### src/core/bxb_pkg.sv
// shared constants and types of the byte bus host (arbiter plus one master)
// assumes a single rising-edge clock; grants are also updated on the falling edge
package bxb_pkg;

   // -----------------------------------------------------------------
   // bus geometry
   // -----------------------------------------------------------------
   localparam int ADDR_W = 16;
   localparam int DATA_W = 8;
   localparam int SIZE_W = 2;
   localparam int MAX_BYTES = 8;
   localparam int CNT_W = 4;
   localparam int N_EXT_DEF = 2;

   // -----------------------------------------------------------------
   // reset and idle values
   // -----------------------------------------------------------------
   localparam logic [ADDR_W-1:0] NOP_ADDR = 16'h0000;
   localparam logic [SIZE_W-1:0] NOP_SIZE = 2'h0;
   localparam logic RST_START = 1'b0;
   localparam logic [CNT_W-1:0] CNT_ZERO = 4'h0;
   localparam logic [CNT_W-1:0] CNT_ONE = 4'h1;

   // -----------------------------------------------------------------
   // state encodings
   // -----------------------------------------------------------------
   typedef enum logic [2:0] {
      ARB_RESET     = 3'b000,
      ARB_ARBITRATE = 3'b001,
      ARB_ADDRESS   = 3'b010,
      ARB_DATA      = 3'b011,
      ARB_PIPE      = 3'b100
   } bxb_arb_state_t;

   typedef enum logic [1:0] {
      M_IDLE = 2'b00,
      M_REQ  = 2'b01,
      M_ADDR = 2'b10,
      M_DATA = 2'b11
   } bxb_mst_state_t;

endpackage

### src/core/bxb_arb_if.sv
// arbitration and phase-tracking signals between the master engine and the arbiter
// assumes both ends sit in the same clock domain
`timescale 1ns/100ps
interface bxb_arb_if #(
   parameter int NM = 3
);
   logic [NM-1:0] req;
   logic [NM-1:0] gnt;
   logic start;
   logic nop_drive;
   logic dp_end;
   logic bus_bip;
   logic bus_wait;
   logic bus_error;

   modport arb (
      input req,
      input bus_bip,
      input bus_wait,
      input bus_error,
      output gnt,
      output start,
      output nop_drive,
      output dp_end
   );

   modport mst (
      output req,
      output bus_bip,
      output bus_wait,
      output bus_error,
      input gnt,
      input start,
      input nop_drive,
      input dp_end
   );
endinterface

### src/core/bxb_arbiter.sv
// central arbiter: start, grants, phase tracking and the no_operation_cycle drive
// assumes bus inputs are the resolved wire levels, synchronous to clk
`timescale 1ns/100ps
module bxb_arbiter #(
   parameter bit PIPELINED = 1'b0,
   parameter int NM = 3
) (
   input wire logic clk,
   input wire logic rst,
   bxb_arb_if.arb arb
);
   import bxb_pkg::*;

   bxb_arb_state_t state_ff;
   bxb_arb_state_t nxt_state;
   logic start_ff;
   logic nxt_start;
   logic anop_ff;
   logic nxt_anop;
   logic dnop_ff;
   logic nxt_dnop;
   logic [NM-1:0] gnt_ff;
   logic [NM-1:0] pick;
   logic data_last;
   logic dp_end;

   // -----------------------------------------------------------------
   // end of data phase
   // -----------------------------------------------------------------
   assign data_last = arb.bus_error | (~arb.bus_bip & ~arb.bus_wait);
   // pipelined: an empty data phase after a no_operation_cycle lasts one cycle; unpipelined skips the data phase
   assign dp_end = PIPELINED ? (state_ff == ARB_PIPE && (dnop_ff || data_last))
                             : (state_ff == ARB_DATA && data_last);

   // -----------------------------------------------------------------
   // grants, fixed priority, lowest index wins
   // -----------------------------------------------------------------
   always_comb begin
      pick = '0;
      for (int i = NM - 1; i >= 0; i--) begin
         if (arb.req[i]) begin
            pick = '0;
            pick[i] = 1'b1;
         end
      end
   end

   always_ff @(negedge clk or posedge rst) begin
      if (rst) begin
         gnt_ff <= '0;
      end else if (state_ff == ARB_RESET) begin
         gnt_ff <= '0;
      end else if (PIPELINED || start_ff) begin
         gnt_ff <= pick;
      end else begin
         gnt_ff <= '0;
      end
   end

   // -----------------------------------------------------------------
   // phase sequencing
   // -----------------------------------------------------------------
   always_comb begin
      nxt_state = state_ff;
      nxt_start = 1'b0;
      nxt_anop = anop_ff;
      nxt_dnop = dnop_ff;
      case (state_ff)
         ARB_RESET: begin
            nxt_state = PIPELINED ? ARB_PIPE : ARB_ARBITRATE;
            nxt_start = 1'b1;
            nxt_anop = 1'b1;
            nxt_dnop = 1'b1;
         end
         ARB_ARBITRATE: begin
            nxt_state = ARB_ADDRESS;
            nxt_anop = ~|gnt_ff;
         end
         ARB_ADDRESS: begin
            if (anop_ff) begin
               nxt_state = ARB_ARBITRATE;
               nxt_start = 1'b1;
            end else begin
               nxt_state = ARB_DATA;
            end
         end
         ARB_DATA: begin
            if (dp_end) begin
               nxt_state = ARB_ARBITRATE;
               nxt_start = 1'b1;
            end
         end
         ARB_PIPE: begin
            // one start opens arbitration, address and data together
            nxt_start = dp_end;
            if (dp_end) begin
               nxt_dnop = anop_ff;
               nxt_anop = ~|gnt_ff;
            end
         end
         default: begin
            nxt_state = ARB_RESET;
         end
      endcase
   end

   always_ff @(posedge clk or posedge rst) begin
      if (rst) begin
         state_ff <= ARB_RESET;
         start_ff <= RST_START;
         anop_ff <= 1'b1;
         dnop_ff <= 1'b1;
      end else begin
         state_ff <= nxt_state;
         start_ff <= nxt_start;
         anop_ff <= nxt_anop;
         dnop_ff <= nxt_dnop;
      end
   end

   assign arb.gnt = gnt_ff;
   assign arb.start = start_ff;
   assign arb.dp_end = dp_end;
   assign arb.nop_drive = anop_ff && (PIPELINED ? (state_ff == ARB_PIPE)
                                                : (state_ff == ARB_ADDRESS));
endmodule

### src/core/bxb_host.sv
// byte bus host: the central arbiter plus one bus master with a command port
// assumes every pin input is synchronous to SYS_CLK and is the resolved wire level;
// the wire itself is built outside from the _O and _OE outputs
`timescale 1ns/100ps

// What this block does
// - read byte captured only when wait low
// - more-bytes high until ready for last byte
// - release all lines after final cycle
// - error with wait low fails that byte
// - error ends data phase despite more-bytes
// - start high in arbitration, low otherwise
// - address group driven only in address phase
// - more-bytes driven in data, low at last
// - master drives data on writes only
// - all agents share one pipelining choice
// - pipelined mode overlaps three phases
// - pipelined arbiter arbitrates every cycle
// - pipelined start follows each data end
// - data ends on error or both low
// - pipelined: granted master holds address until data end
// - no grant means arbiter drives no-operation
// - pipelined lines need multiplexed ring or star
// - act on rising edge, grants falling
// - reset holds start and grants low
module bxb_host
   import bxb_pkg::*;
#(
   parameter bit PIPELINED = 1'b0,
   parameter int N_EXT = bxb_pkg::N_EXT_DEF
) (
   input wire logic SYS_CLK,
   input wire logic SYS_RST,
   input wire logic CMD_VALID,
   output logic CMD_READY,
   input wire logic CMD_WRITE,
   input wire logic [bxb_pkg::ADDR_W-1:0] CMD_ADDR,
   input wire logic [bxb_pkg::SIZE_W-1:0] CMD_SIZE,
   input wire logic [bxb_pkg::MAX_BYTES*bxb_pkg::DATA_W-1:0] CMD_WDATA,
   output logic RSP_VALID,
   output logic RSP_ERROR,
   output logic [bxb_pkg::CNT_W-1:0] RSP_COUNT,
   output logic [bxb_pkg::MAX_BYTES*bxb_pkg::DATA_W-1:0] RSP_RDATA,
   input wire logic [N_EXT-1:0] EXT_REQ,
   output logic [N_EXT-1:0] EXT_GNT,
   output logic BUS_START,
   output logic [bxb_pkg::ADDR_W-1:0] BUS_ADDR_O,
   output logic [bxb_pkg::SIZE_W-1:0] BUS_SIZE_O,
   output logic BUS_READ_O,
   output logic BUS_WRITE_O,
   output logic BUS_ADDR_OE,
   input wire logic BUS_BIP_I,
   output logic BUS_BIP_O,
   output logic BUS_BIP_OE,
   input wire logic [bxb_pkg::DATA_W-1:0] BUS_DATA_I,
   output logic [bxb_pkg::DATA_W-1:0] BUS_DATA_O,
   output logic BUS_DATA_OE,
   input wire logic BUS_WAIT_I,
   input wire logic BUS_ERROR_I
);
   import bxb_pkg::*;

   localparam int NM = N_EXT + 1;
   localparam int WD_W = MAX_BYTES * DATA_W;

   // -----------------------------------------------------------------
   // arbiter
   // -----------------------------------------------------------------
   // one PIPELINED choice feeds both arbiter and master
   bxb_arb_if #(.NM(NM)) arb_bus ();

   bxb_arbiter #(
      .PIPELINED(PIPELINED),
      .NM(NM)
   ) u_arbiter (
      .clk(SYS_CLK),
      .rst(SYS_RST),
      .arb(arb_bus.arb)
   );

   bxb_mst_state_t mst_ff;
   bxb_mst_state_t nxt_mst;
   logic own_req;
   logic own_gnt;
   logic take_addr;
   logic addr_done;
   logic data_done;
   logic byte_ok;
   logic bip_drv;

   assign arb_bus.req = {EXT_REQ, own_req};
   assign arb_bus.bus_bip = BUS_BIP_I;
   assign arb_bus.bus_wait = BUS_WAIT_I;
   assign arb_bus.bus_error = BUS_ERROR_I;
   assign own_gnt = arb_bus.gnt[0];
   assign EXT_GNT = arb_bus.gnt[NM-1:1];
   assign BUS_START = arb_bus.start;

   // -----------------------------------------------------------------
   // command latch
   // -----------------------------------------------------------------
   logic wr_ff;
   logic [ADDR_W-1:0] addr_ff;
   logic [SIZE_W-1:0] size_ff;
   logic [WD_W-1:0] wdata_ff;
   logic [CNT_W-1:0] cnt_ff;
   logic [CNT_W-1:0] last_idx;

   assign CMD_READY = (mst_ff == M_IDLE);

   always_ff @(posedge SYS_CLK or posedge SYS_RST) begin
      if (SYS_RST) begin
         wr_ff <= 1'b0;
         addr_ff <= NOP_ADDR;
         size_ff <= NOP_SIZE;
      end else if (CMD_VALID && CMD_READY) begin
         wr_ff <= CMD_WRITE;
         addr_ff <= CMD_ADDR;
         size_ff <= CMD_SIZE;
      end
   end

   // size code n means 2**n bytes
   assign last_idx = (CNT_ONE << size_ff) - CNT_ONE;

   // -----------------------------------------------------------------
   // master sequencing
   // -----------------------------------------------------------------
   assign own_req = (mst_ff == M_REQ);
   // unpipelined: grant seen at the end of arbitration; pipelined: at a data end
   assign take_addr = own_req && own_gnt && (!PIPELINED || arb_bus.dp_end);
   assign addr_done = PIPELINED ? arb_bus.dp_end : 1'b1;
   assign bip_drv = (cnt_ff != last_idx);
   assign byte_ok = !BUS_WAIT_I && !BUS_ERROR_I;
   assign data_done = BUS_ERROR_I || (!bip_drv && !BUS_WAIT_I);

   always_comb begin
      nxt_mst = mst_ff;
      case (mst_ff)
         M_IDLE: begin
            if (CMD_VALID) begin
               nxt_mst = M_REQ;
            end
         end
         M_REQ: begin
            if (take_addr) begin
               nxt_mst = M_ADDR;
            end
         end
         M_ADDR: begin
            if (addr_done) begin
               nxt_mst = M_DATA;
            end
         end
         M_DATA: begin
            // error ends the phase even with more bytes still pending
            if (data_done) begin
               nxt_mst = M_IDLE;
            end
         end
         default: begin
            nxt_mst = M_IDLE;
         end
      endcase
   end

   always_ff @(posedge SYS_CLK or posedge SYS_RST) begin
      if (SYS_RST) begin
         mst_ff <= M_IDLE;
      end else begin
         mst_ff <= nxt_mst;
      end
   end

   // -----------------------------------------------------------------
   // byte counter and write shifter
   // -----------------------------------------------------------------
   always_ff @(posedge SYS_CLK or posedge SYS_RST) begin
      if (SYS_RST) begin
         cnt_ff <= CNT_ZERO;
      end else if (mst_ff != M_DATA) begin
         cnt_ff <= CNT_ZERO;
      end else if (byte_ok && bip_drv) begin
         cnt_ff <= cnt_ff + CNT_ONE;
      end
   end

   // byte 0 goes first; the low byte of the shifter is always on the bus
   always_ff @(posedge SYS_CLK or posedge SYS_RST) begin
      if (SYS_RST) begin
         wdata_ff <= '0;
      end else if (CMD_VALID && CMD_READY) begin
         wdata_ff <= CMD_WDATA;
      end else if (mst_ff == M_DATA && byte_ok) begin
         wdata_ff <= {{DATA_W{1'b0}}, wdata_ff[WD_W-1:DATA_W]};
      end
   end

   // -----------------------------------------------------------------
   // read capture and response
   // -----------------------------------------------------------------
   logic [WD_W-1:0] rdata_ff;
   logic rsp_valid_ff;
   logic rsp_error_ff;
   logic [CNT_W-1:0] rsp_count_ff;

   always_ff @(posedge SYS_CLK or posedge SYS_RST) begin
      if (SYS_RST) begin
         rdata_ff <= '0;
      end else if (CMD_VALID && CMD_READY) begin
         rdata_ff <= '0;
      end else if (mst_ff == M_DATA && !wr_ff && byte_ok) begin
         // data lines are don't-care while wait is high
         rdata_ff[cnt_ff*DATA_W +: DATA_W] <= BUS_DATA_I;
      end
   end

   always_ff @(posedge SYS_CLK or posedge SYS_RST) begin
      if (SYS_RST) begin
         rsp_valid_ff <= 1'b0;
         rsp_error_ff <= 1'b0;
         rsp_count_ff <= CNT_ZERO;
      end else if (mst_ff == M_DATA && data_done) begin
         rsp_valid_ff <= 1'b1;
         // failed byte not counted; later bytes are abandoned
         rsp_error_ff <= BUS_ERROR_I;
         rsp_count_ff <= BUS_ERROR_I ? cnt_ff : cnt_ff + CNT_ONE;
      end else begin
         rsp_valid_ff <= 1'b0;
      end
   end

   assign RSP_VALID = rsp_valid_ff;
   assign RSP_ERROR = rsp_error_ff;
   assign RSP_COUNT = rsp_count_ff;
   assign RSP_RDATA = rdata_ff;

   // -----------------------------------------------------------------
   // pin drive
   // -----------------------------------------------------------------
   // the arbiter's zero drive and the master's drive never overlap, since the
   // arbiter only drives when nobody held a grant as the address phase began; in pipelined mode the
   // enables of different agents swap cycle to cycle, so the outside wire
   // must be a multiplexer, not a tristate net
   logic mst_addr;

   assign mst_addr = (mst_ff == M_ADDR);
   assign BUS_ADDR_OE = mst_addr || arb_bus.nop_drive;
   assign BUS_ADDR_O = mst_addr ? addr_ff : NOP_ADDR;
   assign BUS_SIZE_O = mst_addr ? size_ff : NOP_SIZE;
   assign BUS_READ_O = mst_addr && !wr_ff;
   assign BUS_WRITE_O = mst_addr && wr_ff;

   // more-bytes drops once the last byte is on offer
   assign BUS_BIP_OE = (mst_ff == M_DATA);
   assign BUS_BIP_O = (mst_ff == M_DATA) && bip_drv;
   assign BUS_DATA_OE = (mst_ff == M_DATA) && wr_ff;
   assign BUS_DATA_O = wdata_ff[DATA_W-1:0];

   // error and wait are never driven here; the slave owns them in data
   // phases, and after a no_operation_cycle it holds them low
endmodule

### config.mk
export PLATFORM = sky130hd
export DESIGN_NAME = bxb_host
export DESIGN_NICKNAME = d
export VERILOG_FILES = /design/src/core/bxb_pkg.sv /design/src/core/bxb_arb_if.sv /design/src/core/bxb_arbiter.sv /design/src/core/bxb_host.sv
export SDC_FILE = /design/constraint.sdc
export NUM_CORES = 1
export LEC_CHECK = 0
export ABC_AREA = 1
export BUFFER_PORTS_ARGS = -buffer_cell sky130_fd_sc_hd__buf_2
export CAP_MARGIN = 25
export CELL_PAD_IN_SITES_DETAIL_PLACEMENT = 0
export CELL_PAD_IN_SITES_GLOBAL_PLACEMENT = 1
export CORE_ASPECT_RATIO = 1.75
export CORE_MARGIN = 2
export CORE_UTILIZATION = 30
export CTS_CLUSTER_SIZE = 12
export DETAILED_ROUTE_END_ITERATION = 7
export PLACE_DENSITY = 0.67
export SKIP_LAST_GASP = 1
export SLEW_MARGIN = 20
export SYNTH_ARGS = -nofsm -noshare
export SYNTH_HDL_FRONTEND = slang
export SYNTH_SLANG_ARGS = --single-unit
### constraint.sdc
create_clock -name SYS_CLK -period 5.1 [get_ports SYS_CLK]
set_input_delay 0.51 -clock SYS_CLK [delete_from_list [all_inputs] [get_ports SYS_CLK]]
set_output_delay 0.51 -clock SYS_CLK [all_outputs]
set_load 0.02 [all_outputs]
Word-level counts from Yosys, hierarchy flattened

Cells that the tools add are included.

Logic and storage cells: 99
Flip-flop bits (word level): 167

Reductions and logical operators: 32
Add/subtract/negate cells: 3
Shift-type cells: 3
Equality and inequality tests: 14
Bitwise logic cells: 5
Mux-type cells: 28

Operator list:

| operator                  | count |
|---|---|
| $mux W64                  | 4 |
| $bwmux W64                | 1 |
| $shift A8 B34 Y64 const A | 1 |
| $shiftx A8 B34 Y64        | 1 |
| $neg A7 Y34               | 1 |
| $mux W3                   | 6 |
| $mux W16                  | 1 |
| $logic_and A1 B1 Y1       | 15 |
| $pmux W3 S5               | 1 |
| $mux W4                   | 3 |
| $mux W2                   | 5 |
| $ne A2 B2 Y1 const B      | 4 |
| $pmux W2 S4               | 1 |
| $eq A3 B2 Y1 const B      | 2 |
| $reduce_bool A2 Y1        | 3 |
| $logic_not A1 Y1          | 5 |
| $add A4 B1 Y4 const B     | 1 |
| $eq A2 B2 Y1 const B      | 2 |
| $mux W1                   | 4 |
| $ne A2 B1 Y1 const B      | 2 |
| $ne A4 B4 Y1              | 1 |
| $pmux W1 S4               | 1 |
| $reduce_and A2 Y1         | 2 |
| $shl A1 B2 Y4 const A     | 1 |
| other kinds (14)          | 17 |

Longest topological paths before layout

Depth in word-level cells: 8
Depth in mapped cells: 13

Modules after synthesis

From an unflattened synthesis, not the netlist that was laid out.

Cells, all modules: 951
Area, all modules: 7,787.5 um^2

Modules (own cells, without submodules):

| module      | seq. area each (um^2) | cells each | instances | area each (um^2) |
|---|---|---|---|---|
| bxb_host    | 3,978.8               | 913        | 1         | 7,473.4 |
| bxb_arbiter | 176.4                 | 38         | 1         | 314.1 |

==> impl_metrics.py <==
metrics = {
    "timing": {
        "rsz0062_at_grt": "no",
        "slew_headroom_pct": 40.08,
        "setup_tns_ns": 0,
        "worst_pin_slew_ns": 0.8988,
        "finalSetupViolCount": 0,
        "fin_ws_ns": 1.056,
        "finClkSkew_ns": 0.03215,
        "report.final.hold_viol_count": 0,
        "drv_slew": 0,
    },
    "power_and_ir_drop": {
        "power_leakage_nw": 5.191,
        "peakVddDrop_v": 0.0002230,
        "powerDensity_nw_per_um2": 524.0,
    },
    "yosys": {
        "ys.flop_type": "dfrtp_1",
        "syn_nets": 1066,
        "netlist_area_um2": 7724,
        "syn_avg_cell_area_um2": 8.045,
        "yosysMostFrequentCell": "nand2_1",
        "ys_seq_elements": 166,
        "synth_area_leaders": "dfrtp_1, nand2_1, nor2_1, a31oi_1, nand3_1",
        "synth_edf_count": 0,
        "synth-async-reset-ratio_pct": 100.0,
        "syn-instance-count": 960,
        "ys_top_cells_by_count": "nand2_1, dfrtp_1, nor2_1",
        "synth_top_area_share_pct": 52.49,
        "ys_seq_area_share_pct": 53.80,
        "synth_warnings": 0,
        "synth.distinct_cells": 39,
        "netlist.top_cell.by_area": "dfrtp_1",
    },
    "final_layout": {
        "final_cells": 1465,
        "finalNetCount": 1242,
        "drive_above_1_share_pct": 23.78,
        "syn2layout_area_growth_pct": 22.37,
    },
    "detailed_routing": {
        "routed_wl_um": 22460,
        "drt_first_pass_iters": 4,
        "vias": 6720,
        "post_drt_via_cell_ratio": 4.587,
        "post_drt_wl_per_cell_um": 15.33,
        "drc": 0,
        "antenna_left": 0,
        "drt_iter0_drc": 395,
    },
    "global_route": {
        "grt_pass1_vias": 6543,
        "grt_max_degree": 116,
        "grt_pass1_wl_um": 35500,
        "grt.overflow.total": 0,
        "antenna_found_initial": 3,
        "grt_use_total_pct": 16.85,
    },
    "clock_network": {
        "cts_buffer_depth": 2,
        "postCtsSetupRepairBufs": 0,
        "cts_root_buf": "clkbuf_16",
        "clk_latency_ns": 0.45,
        "cts.clk_slew.worst_paths_ns": 0.06,
        "cts_tree": "done",
        "cts_resized": 0,
        "hold_buffers": 0,
        "numCtsBuffers": 17,
        "cts_sinks": 166,
        "cts_max_level": 4,
    },
    "critical_path": {
        "critical-path-top-delay-family": "flip-flops",
        "critPathRequiredTime_ns": 4.59,
        "path_class": "reg2out",
        "crit_slowest_cell": "dfrtn_1",
        "start_kind": "flip-flop",
        "arrival_ns": 3.53,
        "cp_max_fo": 2,
        "crit_chain": "buf_2",
        "max_stage_delay_ns": 0.40,
        "critPathBufInv": 1,
        "r2r_setup_slack_ns": 1.45,
        "critical_path.endpoint_type": "output port",
    },
    "floorplan": {
        "design.core.area_um2": 25340,
        "die-area_um2": 27100,
        "rows": 77,
        "start_util_pct": 30.48,
        "die_w_um": 125.3,
        "die-height_um": 216.3,
        "pin_count": 205,
    },
    "run_status": {
        "status": "finished clean",
    },
    "placement": {
        "place.gp.congestion": 0.8050,
        "dp_hpwl_um": 16330,
        "dp_slack_ns": 1.494,
        "dp_cells": 1432,
        "io_buffers": 204,
    },
    "min_path": {
        "min_path_type": "in2reg",
    },
    "run": {
        "max_cap_viol_count": 0,
    },
}
==> cell usage in the layout, fill, tap and decap left out, drive strengths merged, types with 3 or more instances in the layout <==
cell type	Yosys	final
xor2	3	3
nand2	406	406
dfrtp	162	162
a21oi	7	7
nand4	4	4
dfrtn	3	3
clkinv	0	4
o21a	3	3
clkinvlp	0	4
inv	62	62
clkbuf	21	23
nor3	3	3
nor2	101	101
nand3	49	49
ha	7	7
buf	33	211
o21ai	33	33
a31oi	54	54
==> final cells by class <==
| class | count | area (µm²) |
|---|---|---|
| antenna | 1 | 2.502 |
| clock inverter | 8 | 51.30 |
| tap | 316 | 395.4 |
| inverter | 62 | 239.0 |
| timing repair buffer | 211 | 1086 |
| fill | 2716 | 15890 |
| clock buffer | 23 | 467.9 |
| multi-input combinational | 678 | 3054 |
| sequential | 166 | 4155 |
==> registers in the layout, summed over array words and instances (netlist names), 2 cells and up <==
name and cells:
RSP_RDATA 64, u_arbiter.state_ff 2, size_ff 2, cnt_ff 4, addr_ff 16, RSP_COUNT 4
u_arbiter.arb.gnt 3, mst_ff 2, wdata_ff 64
==> where the power goes <==
part | internal [W] | switching (W)
combinational | 0.000593 | 0.00122
sequential | 0.00172 | 0.000235
clock | 0.000642 | 0.000543
total | 0.00295 | 0.00200
==> routing by layer <==
metal / vias to the layer above / GRT usage [%] / part of all wire [%]
met4: 4 / 7.000 / 2.4
met1: 3139 / 19.81 / 41
met2: 156 / 29.73 / 52
met3: 32 / 3.505 / 4.2
li1: 3389 / - / -
met5: - / 0 / 0.094
==> final timing paths <==
path,start,end,cells after the start
worst max-delay path,u_arbiter.arb.gnt[2]$_DFF_NP0_,EXT_GNT[1],1
worst min-delay path,CMD_ADDR[13],addr_ff[13]$_DFFE_PP0P_,3
worst max register to register,mst_ff[1]$_DFFE_PP0P_,u_arbiter.arb.gnt[2]$_DFF_NP0_,5
worst min register to register,RSP_RDATA[17]$_DFFE_PP0P_,RSP_RDATA[17]$_DFFE_PP0P_,2
max in group asynchronous,SYS_RST,u_arbiter.arb.gnt[1]$_DFF_NP0_,2
min in group asynchronous,SYS_RST,cnt_ff[0]$_DFFE_PP0P_,3
==> cell families after synthesis <==
kind of cell	after synthesis	synth area share, %
simple gates	565	29.77
compound gates	101	8.003
flops	166	53.80
buf+inv	116	6.723
fa+ha+maj	7	1.134
xor+xnor	5	0.5671
==> through the flow <==
stage	util, %	area, µm²	hold WS, ns	power, W
floorplan	-	7727	0.4428	0.003261
global placement	35.16	8910	0.4544	0.003787
detailed placement	35.16	8910	0.4564	0.003810
CTS	37.21	9429	0.2209	0.005021
global route	37.30	9452	0.2388	0.005347
finish	37.30	9452	0.2512	0.004953
No activity file was read; power rests on OpenSTA's default activity.
